<file path="src/core/cmpev_pkg.sv">
// Constants, register map and field layout of the comparator event logic.
// Assumes a classic Wishbone slave port with 32-bit data and byte addresses.
//
// Summary of operation
// - Status bits 7:6 show comparator results, read-only
// - Pin drive bit routes result to pin
// - Port direction bits still enable pin drivers
// - Invert bit flips the reported comparator result
// - Select 01 rising, 10 falling sets flag
// - Select 11 sets flag on any change
// - Select 00 never sets the flag
// - Edges detected after the polarity inversion
// - Flag holds until software writes zero
// - Software writing one sets flag, simulates event
// - Flags and enables at bits 5:4
// - Interrupt needs all three enables; flag regardless
// - Enabled comparator events wake device from sleep
// - Sleep wake leaves control registers unchanged
// - Reset loads control registers, comparators off
// - Control bit 7 switches the comparator on
// - Selecting any-change mode sets flag at once

package cmpev_pkg;

    // ------------------------------------------------------------------
    // Register byte offsets
    // ------------------------------------------------------------------
    localparam logic [7:0] CMPEV_OFS_CTL1   = 8'h00;
    localparam logic [7:0] CMPEV_OFS_CTL2   = 8'h04;
    localparam logic [7:0] CMPEV_OFS_STATUS = 8'h08;
    localparam logic [7:0] CMPEV_OFS_FLAGS  = 8'h0c;
    localparam logic [7:0] CMPEV_OFS_ENAB   = 8'h10;
    localparam logic [7:0] CMPEV_OFS_IRQCTL = 8'h14;

    // ------------------------------------------------------------------
    // Control register fields
    // ------------------------------------------------------------------
    localparam int CMPEV_CTL_ON      = 7;
    localparam int CMPEV_CTL_PIN     = 6;
    localparam int CMPEV_CTL_INV     = 5;
    localparam int CMPEV_CTL_EVS_HI  = 4;
    localparam int CMPEV_CTL_EVS_LO  = 3;
    localparam logic [7:0] CMPEV_CTL_RESET = 8'h1f;

    // ------------------------------------------------------------------
    // Status, flag, enable and interrupt control fields
    // ------------------------------------------------------------------
    localparam int CMPEV_STAT_C1 = 6;
    localparam int CMPEV_STAT_C2 = 7;
    localparam int CMPEV_FLAG_C1 = 4;
    localparam int CMPEV_FLAG_C2 = 5;
    localparam int CMPEV_IRQ_GLOBAL = 7;
    localparam int CMPEV_IRQ_PERIPH = 6;
    localparam logic [7:0] CMPEV_REG8_RESET = 8'h00;

    // ------------------------------------------------------------------
    // Event select encodings
    // ------------------------------------------------------------------
    typedef enum logic [1:0] {
        CMPEV_EVS_NONE = 2'h0,
        CMPEV_EVS_RISE = 2'h1,
        CMPEV_EVS_FALL = 2'h2,
        CMPEV_EVS_ANY  = 2'h3
    } cmpev_evs_t;

endpackage

</file>
<file path="src/core/cmpev_chan_if.sv">
// Signals between the register logic and one comparator channel.
// Assumes both ends run on the same clock.
`timescale 1ns/1ps

interface cmpev_chan_if;
    logic       comparator_on;
    logic       result_invert;
    logic [1:0] event_select;
    logic       raw;
    logic       result;
    logic       event_pulse;

    modport regs (output comparator_on, output result_invert, output event_select, output raw,
                  input result, input event_pulse);
    modport chan (input comparator_on, input result_invert, input event_select, input raw,
                  output result, output event_pulse);
endinterface

</file>
<file path="src/core/cmpev_chan.sv">
// One comparator channel: synchroniser, polarity and event detector.
// Assumes the raw result is asynchronous to clk_i.
`timescale 1ns/1ps

module cmpev_chan (
    // Clock and reset
    input  wire logic   clk_i,
    input  wire logic   rst_i,
    // Channel signals
    cmpev_chan_if.chan  ch
);
    import cmpev_pkg::*;

    logic       sync1_q;
    logic       sync2_q;
    logic       result_q;
    logic       event_q;
    logic [1:0] evs_prev_q;
    logic       res_d;

    always_ff @(posedge clk_i) begin
        if (rst_i) begin
            sync1_q <= 1'b0;
            sync2_q <= 1'b0;
        end else begin
            sync1_q <= ch.raw;
            sync2_q <= sync1_q;
        end
    end

    // polarity after synchronisation; a disabled comparator reads as the invert bit
    always_comb begin
        res_d = (sync2_q & ch.comparator_on) ^ ch.result_invert;
    end

    always_ff @(posedge clk_i) begin
        if (rst_i) begin
            result_q   <= 1'b0;
            evs_prev_q <= CMPEV_CTL_RESET[CMPEV_CTL_EVS_HI:CMPEV_CTL_EVS_LO];
            event_q    <= 1'b0;
        end else begin
            result_q   <= res_d;
            evs_prev_q <= ch.event_select;
            case (ch.event_select)
                CMPEV_EVS_RISE: event_q <= res_d & ~result_q;
                CMPEV_EVS_FALL: event_q <= ~res_d & result_q;
                CMPEV_EVS_ANY:  event_q <= (res_d ^ result_q) | (evs_prev_q != CMPEV_EVS_ANY);
                default:        event_q <= 1'b0;
            endcase
        end
    end

    assign ch.result      = result_q;
    assign ch.event_pulse = event_q;
endmodule

</file>
<file path="src/core/cmpev_top.sv">
// Top of the comparator event logic: Wishbone registers, pin mux, flags.
// Assumes raw comparator results from the analog cores and port E
// data and direction from the port logic.
`timescale 1ns/1ps

module cmpev_top (
    // Clock and reset
    input  wire logic        clk_i,
    input  wire logic        rst_i,
    // Wishbone slave
    input  wire logic        cyc_i,
    input  wire logic        stb_i,
    input  wire logic        we_i,
    input  wire logic [7:0]  adr_i,
    input  wire logic [3:0]  sel_i,
    input  wire logic [31:0] dat_i,
    output logic      [31:0] dat_o,
    output logic             ack_o,
    // Analog comparator cores
    input  wire logic [1:0]  comparator_raw_i,
    output logic      [1:0]  comparator_on_o,
    // Port E pins 1 and 2
    input  wire logic [2:1]  port_e_data_i,
    input  wire logic [2:1]  port_e_direction_i,
    output logic      [2:1]  port_e_pin_o,
    output logic      [2:1]  port_e_pin_oe_o,
    // Interrupt and wake
    output logic             irq_o,
    output logic             wake_o
);
    import cmpev_pkg::*;

    // ------------------------------------------------------------------
    // Registers
    // ------------------------------------------------------------------
    logic [7:0] ctl_q [2];
    logic [7:0] flags_q;
    logic [7:0] enab_q;
    logic [7:0] irqctl_q;
    logic [7:0] status;
    logic [1:0] evt;
    logic [1:0] res;
    logic [7:0] rdata;
    logic       req;
    logic       wr_en;

    cmpev_chan_if ch_if [2] ();

    // ------------------------------------------------------------------
    // Comparator channels
    // ------------------------------------------------------------------
    genvar g;
    generate
        for (g = 0; g < 2; g++) begin : g_chan
            assign ch_if[g].comparator_on = ctl_q[g][CMPEV_CTL_ON];
            assign ch_if[g].result_invert = ctl_q[g][CMPEV_CTL_INV];
            assign ch_if[g].event_select  = ctl_q[g][CMPEV_CTL_EVS_HI:CMPEV_CTL_EVS_LO];
            assign ch_if[g].raw           = comparator_raw_i[g];
            assign res[g]                 = ch_if[g].result;
            assign evt[g]                 = ch_if[g].event_pulse;

            cmpev_chan u_chan (
                .clk_i (clk_i),
                .rst_i (rst_i),
                .ch    (ch_if[g])
            );
        end
    endgenerate

    // ------------------------------------------------------------------
    // Bus decode
    // ------------------------------------------------------------------
    // Accesses are taken on the first request cycle; ack follows one edge later
    assign req   = cyc_i & stb_i & ~ack_o;
    assign wr_en = req & we_i & sel_i[0];

    always_comb begin
        status                = 8'h00;
        status[CMPEV_STAT_C1] = res[0];
        status[CMPEV_STAT_C2] = res[1];
    end

    always_comb begin
        if (adr_i == CMPEV_OFS_CTL1) begin
            rdata = ctl_q[0];
        end else if (adr_i == CMPEV_OFS_CTL2) begin
            rdata = ctl_q[1];
        end else if (adr_i == CMPEV_OFS_STATUS) begin
            rdata = status;
        end else if (adr_i == CMPEV_OFS_FLAGS) begin
            rdata = flags_q;
        end else if (adr_i == CMPEV_OFS_ENAB) begin
            rdata = enab_q;
        end else if (adr_i == CMPEV_OFS_IRQCTL) begin
            rdata = irqctl_q;
        end else begin
            rdata = 8'h00;
        end
    end

    always_ff @(posedge clk_i) begin
        if (rst_i) begin
            ack_o <= 1'b0;
            dat_o <= 32'h0000_0000;
        end else begin
            ack_o <= req;
            if (req && !we_i) begin
                dat_o <= {24'h00_0000, rdata};
            end
        end
    end

    // ------------------------------------------------------------------
    // Control registers
    // ------------------------------------------------------------------
    // reset loads defaults, comparators off
    // only reset or a bus write changes them
    always_ff @(posedge clk_i) begin
        if (rst_i) begin
            ctl_q[0] <= CMPEV_CTL_RESET;
            ctl_q[1] <= CMPEV_CTL_RESET;
        end else if (wr_en && adr_i == CMPEV_OFS_CTL1) begin
            ctl_q[0] <= dat_i[7:0];
        end else if (wr_en && adr_i == CMPEV_OFS_CTL2) begin
            ctl_q[1] <= dat_i[7:0];
        end
    end

    always_ff @(posedge clk_i) begin
        if (rst_i) begin
            enab_q   <= CMPEV_REG8_RESET;
            irqctl_q <= CMPEV_REG8_RESET;
        end else begin
            if (wr_en && adr_i == CMPEV_OFS_ENAB) begin
                enab_q <= dat_i[7:0];
            end
            if (wr_en && adr_i == CMPEV_OFS_IRQCTL) begin
                irqctl_q <= dat_i[7:0];
            end
        end
    end

    // ------------------------------------------------------------------
    // Event flags
    // ------------------------------------------------------------------
    // flags at bits 5:4; other bits plain storage
    always_ff @(posedge clk_i) begin
        if (rst_i) begin
            flags_q <= CMPEV_REG8_RESET;
        end else begin
            // software write stores zero or one
            if (wr_en && adr_i == CMPEV_OFS_FLAGS) begin
                flags_q <= dat_i[7:0];
            end
            // flags set whatever the enables; set beats clear
            if (evt[0]) begin
                flags_q[CMPEV_FLAG_C1] <= 1'b1;
            end
            if (evt[1]) begin
                flags_q[CMPEV_FLAG_C2] <= 1'b1;
            end
        end
    end

    // ------------------------------------------------------------------
    // Interrupt and wake
    // ------------------------------------------------------------------
    always_ff @(posedge clk_i) begin
        if (rst_i) begin
            irq_o  <= 1'b0;
            wake_o <= 1'b0;
        end else begin
            irq_o  <= (|(flags_q[CMPEV_FLAG_C2:CMPEV_FLAG_C1] & enab_q[CMPEV_FLAG_C2:CMPEV_FLAG_C1]))
                      & irqctl_q[CMPEV_IRQ_PERIPH] & irqctl_q[CMPEV_IRQ_GLOBAL];
            // wake needs only the per-comparator enable
            wake_o <= |(flags_q[CMPEV_FLAG_C2:CMPEV_FLAG_C1] & enab_q[CMPEV_FLAG_C2:CMPEV_FLAG_C1]);
        end
    end

    // ------------------------------------------------------------------
    // Pins and analog enables
    // ------------------------------------------------------------------
    always_ff @(posedge clk_i) begin
        if (rst_i) begin
            port_e_pin_o    <= 2'h0;
            port_e_pin_oe_o <= 2'h0;
            comparator_on_o <= 2'h0;
        end else begin
            port_e_pin_o[1] <= ctl_q[0][CMPEV_CTL_PIN] ? res[0] : port_e_data_i[1];
            port_e_pin_o[2] <= ctl_q[1][CMPEV_CTL_PIN] ? res[1] : port_e_data_i[2];
            port_e_pin_oe_o <= ~port_e_direction_i;
            comparator_on_o <= {ctl_q[1][CMPEV_CTL_ON], ctl_q[0][CMPEV_CTL_ON]};
        end
    end
endmodule

</file>
<file path="config.mk">
export PLATFORM = sky130hd
export DESIGN_NAME = cmpev_top
export DESIGN_NICKNAME = d
export VERILOG_FILES = /design/src/core/cmpev_pkg.sv /design/src/core/cmpev_chan_if.sv /design/src/core/cmpev_chan.sv /design/src/core/cmpev_top.sv
export SDC_FILE = /design/constraint.sdc
export NUM_CORES = 1
export LEC_CHECK = 0
export BUFFER_PORTS_ARGS = -buffer_cell sky130_fd_sc_hd__buf_2
export CAP_MARGIN = 0
export CORE_MARGIN = 2
export CORE_UTILIZATION = 52
export CTS_CLUSTER_SIZE = 10
export DETAILED_ROUTE_END_ITERATION = 8
export PLACE_DENSITY = 0.87
export SYNTH_ARGS = -nofsm -noshare
export SYNTH_HDL_FRONTEND = slang
export SYNTH_SLANG_ARGS = --single-unit
</file>
<file path="constraint.sdc">
create_clock -name clk_i -period 3.12 [get_ports clk_i]
set_input_delay 0.468 -clock clk_i [delete_from_list [all_inputs] [get_ports clk_i]]
set_output_delay 0.468 -clock clk_i [all_outputs]
set_load 0.03 [all_outputs]
</file>
==> impl_results.md, run 1 <==
- Post-CTS Setup Inserts: 0
- Synthesized instance count: 306
- Synth top area share: 34.00%
- Vias: 2351
- Peak supply drop: roughly 0.43 mV
- Hold buffers post-CTS: 0
- Worst min path class: in2reg
- Initial core utilization: a little over half
- Vias in the first global route: 2174
- WP data required: approximately 3.3 ns
- Achievable frequency: a little under 500 MHz
- Layout area overhead: 14.35%
- RSZ-0062 raised after global routing: no
- Setup Viol. Count Final: 0
- Worst Setup End Kind: flip-flop
- Total Routing Usage GR: 21.29%
- Mapped cell area: 3120 um^2
- Clock transition at path regs: 0.07 ns
- Residual DRC: 0
- Number of I/O pins: 96
- Initial DRC Count: approximately 210
- Drt via density: ~5.4
- Post-DRT Antenna Nets: 0
- Setup TNS: 0 ns
- Inst Count DP: 422
- Largest net degree at the start of global routing: 29
- Clock latency on the worst-skew pair: about 0.35 ns
- GR met2 Demand/Resource: between 30% and 40%
- Register Area: roughly 1500 um^2
- Global placer's final weighted congestion: between 0.8 and 0.9
- Final Worst Setup Slack: 1.046 ns
- Die width: 81.47 um
- Critical path startpoint category: input pin
- Worst-Margin Slew: ~0.56 ns
- CP arrival: approximately 2.3 ns
- CTS tree: done
- Max-slew headroom: between 60% and 70%
- Ant diodes: 0
- Minimum clock period: just over 2 ns
- Top-count cell post-synth: dfxtp_1
- IO Port Bufs: 44
- Ys async rst share: 0%
- Routed WL: roughly 6600 um
- # H-tree levels: 3
- First-pass GRT wire length: approximately 10000 um
- DRT Pass-1 Iters: 4
- Initial antenna violation count: 0
- Kind of critical path: in2reg
- Post-synthesis cell type count: roughly 40
- Pre-CTS WS: roughly 0.72 ns
- Register bit total from synthesis: about 70
- Final Hold Viols: 0
- Synthesized area per cell: between 10 and 15 um^2
- Post-synth top area cell: dfxtp_1
- GRT Residual Overflow: 0
- Top FF cell, synth: dfxtp_1
- Yosys synthesis warning count: 0
- Register area share after synthesis: 49.40%
- Status: complete, no violations
- Area occupied by multi-input gates: roughly 1400 um^2
- Pleak: 1.377 nW
- CTS Root Cell: clkbuf_8
- Pins Over Slew Limit: 0
- Nets: 417
- Die area: ~6600 um^2
- Dpl hpwl: between 4000 and 5000 um
- Layout cell share with drive strength beyond 1: 23.14%
- Number of gates resized after cts: 0
- Most frequent cells after synthesis: dfxtp_1, nor2_1, mux2i_1, buf_4, nand2_1
- Overall power: about 0.0018 W
- Final Cycle Share: between 60% and 70%
- Met1 Track Usage GR: a little over a quarter
- # rows: 28
- Avg WL per Cell: ~15 um
- Core box area: approximately 5900 um^2
- FILL cells: between 400 and 500
- Met3 GRT Util: a little under a tenth
- Clock buffer count from CTS: 9
- Clock skew: ~0.0083 ns
- Pwr/cell area: between 500 and 600 nW/um^2
- Die height: a little over 80 um
- Count of flip-flops with a built-in enable after synthesis: 16
- Max cap viols: 0
- GR peak layer: met2
- Hold Worst Slack: 0.2682 ns
- Clk buf depth: 2
- Max FO, Critical Path: 28
- Post-route insts no fill: between 400 and 500
- Top post-synthesis cells by area: dfxtp_1, edfxtp_1, mux2i_1, buf_4, nor2_1
- Clock sinks: 69
## flip-flops by register name, indices dropped and copies added (netlist names)
register / count
ack_o: 1
g_chan.u_chan.evs_prev_q: 4
irqctl_q: 8
g_chan.u_chan.sync1_q: 2
dat_o: 8
g_chan.u_chan.sync2_q: 2
wake_o: 1
ctl_q: 16
enab_q: 8
g_chan.u_chan.ch.result: 2
comparator_on_o: 2
port_e_pin_o: 2
g_chan.u_chan.ch.event_pulse: 2
irq_o: 1
port_e_pin_oe_o: 2
flags_q: 8
## path summary, 6_finish.rpt
kind	start	slack (ns)	to	cells after the start
hold reg to reg	g_chan[0].u_chan.sync1_q	0.44	g_chan[0].u_chan.sync2_q	1
setup reg to reg	ack_o	1.13	ctl_q[0][9]	4
setup / recovery	adr_i[2]	1.05	irqctl_q[1]	6
hold / removal	port_e_direction_i[2]	0.27	port_e_pin_oe_o[2]	2
## layout make-up
type	instances	share of cell area [%]
Inverter	6	0.6311
Multi-Input combinational cell	218	39.62
Clock buffer	12	4.348
Timing Repair Buffer	54	8.275
Tap cell	75	2.630
Sequential cell	69	43.20
Clock inverter	4	1.297
## per-layer routing
layer | vias up | wire, um
li1 | 1128 | -
met1 | 1078 | 2682
met2 | 133 | 3052
met3 | 12 | 787
met4 | 0 | 98
met5 | - | 0
## through the flow
step / util, % / area [um^2]
2_1_floorplan: - / 3207
3_3_place_gp: 57.55 / 3367
3_5_place_dp: 57.55 / 3367
4_1_cts: 60.99 / 3568
5_1_grt: 60.99 / 3568
6_report: 60.99 / 3568
## logic make-up after synthesis
kind of cell | share of synthesized area (%)
and+or+nand+nor | 19.77
DFF | 49.40
AOI/OAI and AO/OA | 9.383
buffers and inverters | 8.260
muxes | 10.91
adders and majority gates | 1.604
xor gates and xnor gates | 0.5614
other | 0.1202
## report_power, final
group | leakage (nW) | switching, W | total [W] | internal (W)
clock | 0.100 | 0.000329 | 0.000738 | 0.000409
combinational | 0.709 | 0.000113 | 0.000158 | 0.0000446
sequential | 0.568 | 0.00000997 | 0.000940 | 0.000930
total | 1.38 | 0.000452 | 0.00184 | 0.00138
## cells in the final DEF, fill, tap and decap left out, types with 8 or more instances in the layout
cell / instances
buf_2: 44
mux2i_1: 34
buf_4: 10
nor2_1: 41
edfxtp_1: 16
o21ai_0: 8
conb_1: 24
dfxtp_1: 53
nand2_1: 20
clkbuf_8: 11
a21oi_1: 14
## critical path, cell delays in order
cell	delay (ns)
buf_2	0.45
or4b_4	0.58
nor4_4	0.22
buf_4	0.25
mux2i_1	0.22
nor2_1	0.07
Note: power is estimated with default switching activity, not from simulation.
==> run 2, diff against run 1 <==
--- a/config.mk
+++ b/config.mk
@@ -8,10 +8,10 @@
 export BUFFER_PORTS_ARGS = -buffer_cell sky130_fd_sc_hd__buf_2
 export CAP_MARGIN = 0
 export CORE_MARGIN = 2
-export CORE_UTILIZATION = 52
+export CORE_UTILIZATION = 51
 export CTS_CLUSTER_SIZE = 10
 export DETAILED_ROUTE_END_ITERATION = 8
-export PLACE_DENSITY = 0.87
+export PLACE_DENSITY = 0.86
 export SYNTH_ARGS = -nofsm -noshare
 export SYNTH_HDL_FRONTEND = slang
 export SYNTH_SLANG_ARGS = --single-unit
==> constraint.sdc (replaced) <==
create_clock -name clk_i -period 2 [get_ports clk_i]
set_input_delay 0.3 -clock clk_i [delete_from_list [all_inputs] [get_ports clk_i]]
set_output_delay 0.3 -clock clk_i [all_outputs]
set_load 0.03 [all_outputs]
==> impl_results.md, run 2 (synthesis gave the netlist of run 1 again) <==
- CP arrival: 1.79 ns (was 2.28 ns)
- Post-route insts no fill: 448 (was 438)
- Clock sinks: 69 (unchanged)
- Max reg flops: 16 (unchanged)
- Inst Count DP: 432 (was 422)
- Crit-path cells: buf_2 -> buf_4 -> nor4_2 -> nand2_1 -> nor4_2 -> buf_4 -> nand2b_1 (was buf_2 -> or4b_4 -> nor4_4 -> buf_4 -> mux2i_1 -> nor2_1)
- DRT Pass-1 Iters: 5 (was 4)
- Clock skew: 0.004600 ns (was 0.008272 ns)
- RSZ-0062 raised after global routing: no (unchanged)
- Worst min path class: in2reg (unchanged)
- Clock buffer count from CTS: 9 (unchanged)
- # rows: 28 (unchanged)
- Routed WL: 6766 um (was 6620 um)
- Achievable frequency: about 600 MHz
- Status: complete, no violations (unchanged)
- Layout area overhead: 17.72% (was 14.35%)
- Register Area: 1541 um^2 (unchanged)
- Nets: 427 (was 417)
- CTS Root Cell: clkbuf_8 (unchanged)
- Pins Over Slew Limit: 0 (unchanged)
- IO Port Bufs: 44 (unchanged)
- GRT Residual Overflow: 0 (unchanged)
- Worst-Margin Slew: 0.5994 ns (was 0.5646 ns)
- Met2 WL: 3296 um (was 3052 um)
- Initial DRC Count: 165 (was 208)
- # H-tree levels: 3 (unchanged)
- Critical path startpoint category: input pin (unchanged)
- Setup Viol. Count Final: 0 (unchanged)
- Minimum clock period: 1.700 ns
- Core box area: 5921 um^2 (was 5851 um^2)
- Hold buffers post-CTS: 0 (unchanged)
- Drt via density: 5.413 (was 5.368)
- Met3 WL: 612 um (was 787 um)
- Largest net degree at the start of global routing: 27 (was 29)
- WP data required: 2.08 ns (was 3.33 ns)
- First-pass GRT wire length: 10890 um (was 10250 um)
- Max-slew headroom: 59.49% (was 62.36%)
- Vias: 2425 (was 2351)
- Pleak: 1.436 nW (was 1.377 nW)
- Clock latency on the worst-skew pair: 0.34 ns (was 0.35 ns)
- Most common cell after layout, fill and taps aside: dfxtp_1 (unchanged)
- Max FO, Critical Path: 9 (was 28)
- Residual DRC: 0 (unchanged)
- Largest stage delay, worst path: 0.41 ns (was 0.58 ns)
- Final Cycle Share: around 85%
- Global placer's final weighted congestion: 0.8325 (was 0.8613)
- Initial antenna violation count: 0 (unchanged)
- Worst Setup End Kind: flip-flop (unchanged)
- Die width: 82.22 um (was 81.47 um)
- Clock transition at path regs: 0.07 ns (about the same)
- Final Core Density: 62.05% (was 60.99%)
- Die area: 6760 um^2 (was 6637 um^2)
- Max cap viols: 0 (unchanged)
- CTS tree: done (unchanged)
- Post-DRT Antenna Nets: 0 (unchanged)
- Largest Register: ctl_q (unchanged)
- Clk buf depth: 2 (unchanged)
- Vias in the first global route: 2297 (was 2174)
- CP max-delay cell: nor4_2 (was or4b_4)
- Kind of critical path: in2reg (unchanged)
- Number of I/O pins: 96 (unchanged)
- FILL cells: 484 (was 490)
- Pwr/cell area: 778.2 nW/um^2 (was 514.4 nW/um^2)
- Ant diodes: 0 (unchanged)
- Post-CTS Setup Inserts: 0 (unchanged)
- WP buf/inv: 3 (was 2)
- Number of gates resized after cts: 0 (unchanged)
- Crit path max-delay family: simple AND/OR/NAND/NOR gates (unchanged)
- Die height: 82.22 um (was 81.47 um)
- Peak supply drop: 0.5082 mV (was 0.4266 mV)
- Avg WL per Cell: 15.10 um (was 15.11 um)
- Most frequent cells in the layout: dfxtp_1, buf_2, nor2_1, mux2i_1, conb_1 (unchanged)
- Met1 Wirelength: 2747 um (was 2682 um)
- Dpl hpwl: 4886 um (was 4527 um)
- Top Layer Used: met4 (unchanged)
- Layout cell share with drive strength beyond 1: 25.47% (was 23.14%)
- Area occupied by multi-input gates: 1418 um^2 (was 1414 um^2)
- Total Routing Usage GR: 21.91% (was 21.29%)
- Initial core utilization: 52.70% (was 53.34%)
- Final Hold Viols: 0 (unchanged)
run 2: worst paths after layout:
kind | startpoint | slack, ns | endpoint | depth (start not counted)
max | adr_i[5] | 0.30 | ctl_q[0][9] | 7
min | port_e_direction_i[2] | 0.11 | port_e_pin_oe_o[2] | 2
max reg2reg | ack_o | 0.38 | flags_q[5] | 6
min reg2reg | g_chan[1].u_chan.ch.event_pulse | 0.44 | flags_q[5] | 2
run 2: area by class of cell:
| cell class | instances | share of cell area [%] |
|---|---|---|
| tap | 75 | 2.554 |
| sequential | 69 | 41.96 |
| timing repair buffer | 64 | 10.76 |
| clock buffer | 13 | 4.326 |
| multi-input combinational | 218 | 38.59 |
| clock inverter | 3 | 1.192 |
| inverter | 6 | 0.6131 |
run 2: worst register-to-register path, delay by kind of cell, from the launching register on:
family	cells	cell delay, ns
AO/OA/AOI/OAI	1	0.08
buffers and inverters	2	0.44
flip-flops	1	0.32
multiplexers	1	0.21
AND/OR/NAND/NOR	2	0.47
run 2: metrics by stage:
stage | TNS [ns] | hold WS [ns] | power, W | worst slack [ns] | cell area [um^2]
3_5_place_dp | -0.2556 | 0.4265 | 0.001753 | -0.03771 | 3471
2_1_floorplan | 0 | 0.3667 | 0.001699 | 0.007682 | 3211
4_1_cts | 0 | 0.08771 | 0.002882 | 0.3158 | 3674
5_1_grt | 0 | 0.08014 | 0.002978 | 0.2041 | 3674
6_report | 0 | 0.1052 | 0.002859 | 0.2996 | 3674
3_3_place_gp | 0 | 0.4184 | 0.001747 | 0.01495 | 3471
run 2: power by group:
group / total [W] / leakage, nW / switching, W / internal (W)
Clock: 0.00113 / 0.104 / 0.000488 / 0.000645
Combinational: 0.000259 / 0.764 / 0.000179 / 0.0000800
Sequential: 0.00147 / 0.568 / 0.0000161 / 0.00145
Total: 0.00286 / 1.44 / 0.000683 / 0.00218
run 2: layer usage:
metal  track usage, %  vias up
met4            9.667        0
met2            34.84      124
li1                 -     1152
met5                0        -
met1            26.70     1136
met3            7.826       13
==> run 3, diff against run 2 <==
--- a/config.mk
+++ b/config.mk
@@ -11,7 +11,9 @@
 export CORE_UTILIZATION = 51
 export CTS_CLUSTER_SIZE = 10
 export DETAILED_ROUTE_END_ITERATION = 8
+export HOLD_SLACK_MARGIN = 0.15
 export PLACE_DENSITY = 0.86
+export REMOVE_ABC_BUFFERS = 1
 export SYNTH_ARGS = -nofsm -noshare
 export SYNTH_HDL_FRONTEND = slang
 export SYNTH_SLANG_ARGS = --single-unit
==> impl_results.md, run 3 (synthesis gave the netlist of run 1 again) <==
- Hold Worst Slack: 0.1608 ns (was 0.1052 ns)
- GRT Residual Overflow: 0 (unchanged)
- Number of gates resized after cts: 0 (unchanged)
- Most frequent cells in the layout: dfxtp_1, buf_2, nor2_1, mux2i_1, conb_1 (unchanged)
- Clock latency on the worst-skew pair: 0.34 ns (about the same)
- Achievable frequency: 597.8 MHz (was 588.1 MHz)
- Setup TNS: 0 ns (unchanged)
- Register Area: 1541 um^2 (unchanged)
- CTS tree: done (unchanged)
- First-pass GRT wire length: 10460 um (was 10890 um)
- Largest stage delay, worst path: 0.53 ns (was 0.41 ns)
- Number of I/O pins: 96 (unchanged)
- Global placer's final weighted congestion: 0.8998 (was 0.8325)
- Ant diodes: 0 (unchanged)
- Overall power: 0.003152 W (was 0.002859 W)
- Drt via density: 5.375 (was 5.413)
- Worst Setup End Kind: flip-flop (unchanged)
- WP buf/inv: 1 (was 3)
- Largest Register: ctl_q (unchanged)
- Max reg flops: 16 (unchanged)
- DRT Pass-1 Iters: 4 (was 5)
- IO Port Bufs: 44 (unchanged)
- Avg WL per Cell: 15.14 um (was 15.10 um)
- Dpl hpwl: 5034 um (was 4886 um)
- Clock skew: 0.01036 ns (was 0.004600 ns)
- Vias in the first global route: 2178 (was 2297)
- Layout cell share with drive strength beyond 1: 25.20% (was 25.47%)
- CP max-delay cell: or4b_4 (was nor4_2)
- Final Cell Area: 3747 um^2 (was 3674 um^2)
- Placed instance area: 3472 um^2 (was 3471 um^2)
- Clock buffer count from CTS: 9 (unchanged)
- Most common cell after layout, fill and taps aside: dfxtp_1 (unchanged)
- RSZ-0062 raised after global routing: no (unchanged)
- Max FO, Critical Path: 8 (was 9)
- Die width: 82.22 um (unchanged)
- Max-slew headroom: 56.76% (was 59.49%)
- Clk buf depth: 2 (unchanged)
- Setup Viol. Count Final: 0 (unchanged)
- Final Cycle Share: 83.64% (was 85.02%)
- Largest net degree at the start of global routing: 28 (was 27)
- Post-route insts no fill: 448 (unchanged)
- FILL cells: 461 (was 484)
- Routed WL: 6782 um (was 6766 um)
- Initial antenna violation count: 0 (unchanged)
- Peak supply drop: 0.5592 mV (was 0.5082 mV)
- WP data required: 2.25 ns (was 2.08 ns)
- Worst min path class: in2reg (unchanged)
- Final Hold Viols: 0 (unchanged)
- Crit-path cells: buf_2 -> or4b_4 -> or4_4 -> o22a_1 -> o31ai_1 (was buf_2 -> buf_4 -> nor4_2 -> nand2_1 -> nor4_2 -> buf_4 -> nand2b_1)
- Post-DRT Antenna Nets: 0 (unchanged)
- Total Routing Usage GR: 21.23% (was 21.91%)
- Minimum clock period: 1.673 ns (was 1.700 ns)
- Pleak: 1.461 nW (was 1.436 nW)
- CP arrival: 1.93 ns (was 1.79 ns)
- Initial DRC Count: 154 (was 165)
- Pins Over Slew Limit: 0 (unchanged)
- Clock sinks: 69 (unchanged)
- Initial core utilization: 52.70% (unchanged)
- Critical path startpoint category: input pin (unchanged)
- Kind of critical path: in2reg (unchanged)
- # rows: 28 (unchanged)
- Nets: 428 (was 427)
- Max cap viols: 0 (unchanged)
- Crit path max-delay family: simple AND/OR/NAND/NOR gates (unchanged)
- Die area: 6760 um^2 (unchanged)
- Residual DRC: 0 (unchanged)
- Area occupied by multi-input gates: 1414 um^2 (was 1418 um^2)
- Status: complete, no violations (unchanged)
- Vias: 2408 (was 2425)
- Pwr/cell area: 841.0 nW/um^2 (was 778.2 nW/um^2)
- Core box area: 5921 um^2 (unchanged)
- Clock transition at path regs: 0.08 ns (was 0.07 ns)
- Die height: 82.22 um (unchanged)
- # H-tree levels: 3 (unchanged)
- Layout area overhead: 20.09% (was 17.72%)
- CTS Root Cell: clkbuf_8 (unchanged)
- Worst-Margin Slew: 0.6399 ns (was 0.5994 ns)
- Inst Count DP: 431 (was 432)
## run 3: cell count changes in the layout (fill, tap and decap cells not counted)
| cell | change |
|---|---|
| buf_4 | -2 |
| bufinv_16 | +2 |
| clkbuf_1 | -2 |
| clkbuf_8 | -2 |
| dlygate4sd3_1 | +2 |
| buf_12 | +1 |
| clkbuf_16 | +1 |
| clkinv_2 | -1 |
| clkinvlp_4 | +1 |
| o21bai_1 | +1 |
| o21bai_2 | -1 |
## run 3: repair_timing
item                      CTS  global route
setup buffers               0             0
hold buffers                2             0
hold endpoints to repair    2             0
## run 3: layer usage
layer,wire length (um),part of all wire (%),GRT usage [%]
met1,2899,43,26.73
met2,3268,48,33.55
met3,440,6.5,4.022
met4,174,2.6,13.17
met5,0,0,0
## run 3: cell type report
| class | instances | share of cell area, % |
|---|---|---|
| clock buffer | 10 | 3.973 |
| clock inverter | 5 | 2.838 |
| timing repair buffer | 65 | 11.22 |
| inverter | 6 | 0.6010 |
| tap | 75 | 2.504 |
| sequential | 69 | 41.14 |
| multi-input combinational | 218 | 37.73 |
## run 3: power breakdown
part / total (W) / internal [W] / switching [W] / leakage (nW)
clock network: 0.00142 / 0.000899 / 0.000522 / 0.124
registers: 0.00147 / 0.00145 / 0.0000161 / 0.568
logic: 0.000264 / 0.0000846 / 0.000180 / 0.770
total: 0.00315 / 0.00243 / 0.000718 / 1.46
## run 3: worst paths after layout
kind | cells past startpoint | slack (ns) | startpoint | to
max | 5 | 0.33 | adr_i[5] | dat_o[1]
max reg2reg | 4 | 0.33 | ack_o | ctl_q[0][5]
min | 2 | 0.16 | comparator_raw_i[1] | g_chan[1].u_chan.sync1_q
min reg2reg | 2 | 0.43 | g_chan[1].u_chan.ch.event_pulse | flags_q[5]
## run 3: metrics by stage
| step | util (%) | worst slack [ns] |
|---|---|---|
| floorplan | - | -0.6063 |
| global placement | 58.64 | 0.02399 |
| finish | 63.29 | 0.3272 |
| CTS | 63.29 | 0.3318 |
| global route | 63.29 | 0.1927 |
| detailed placement | 58.64 | -0.02674 |
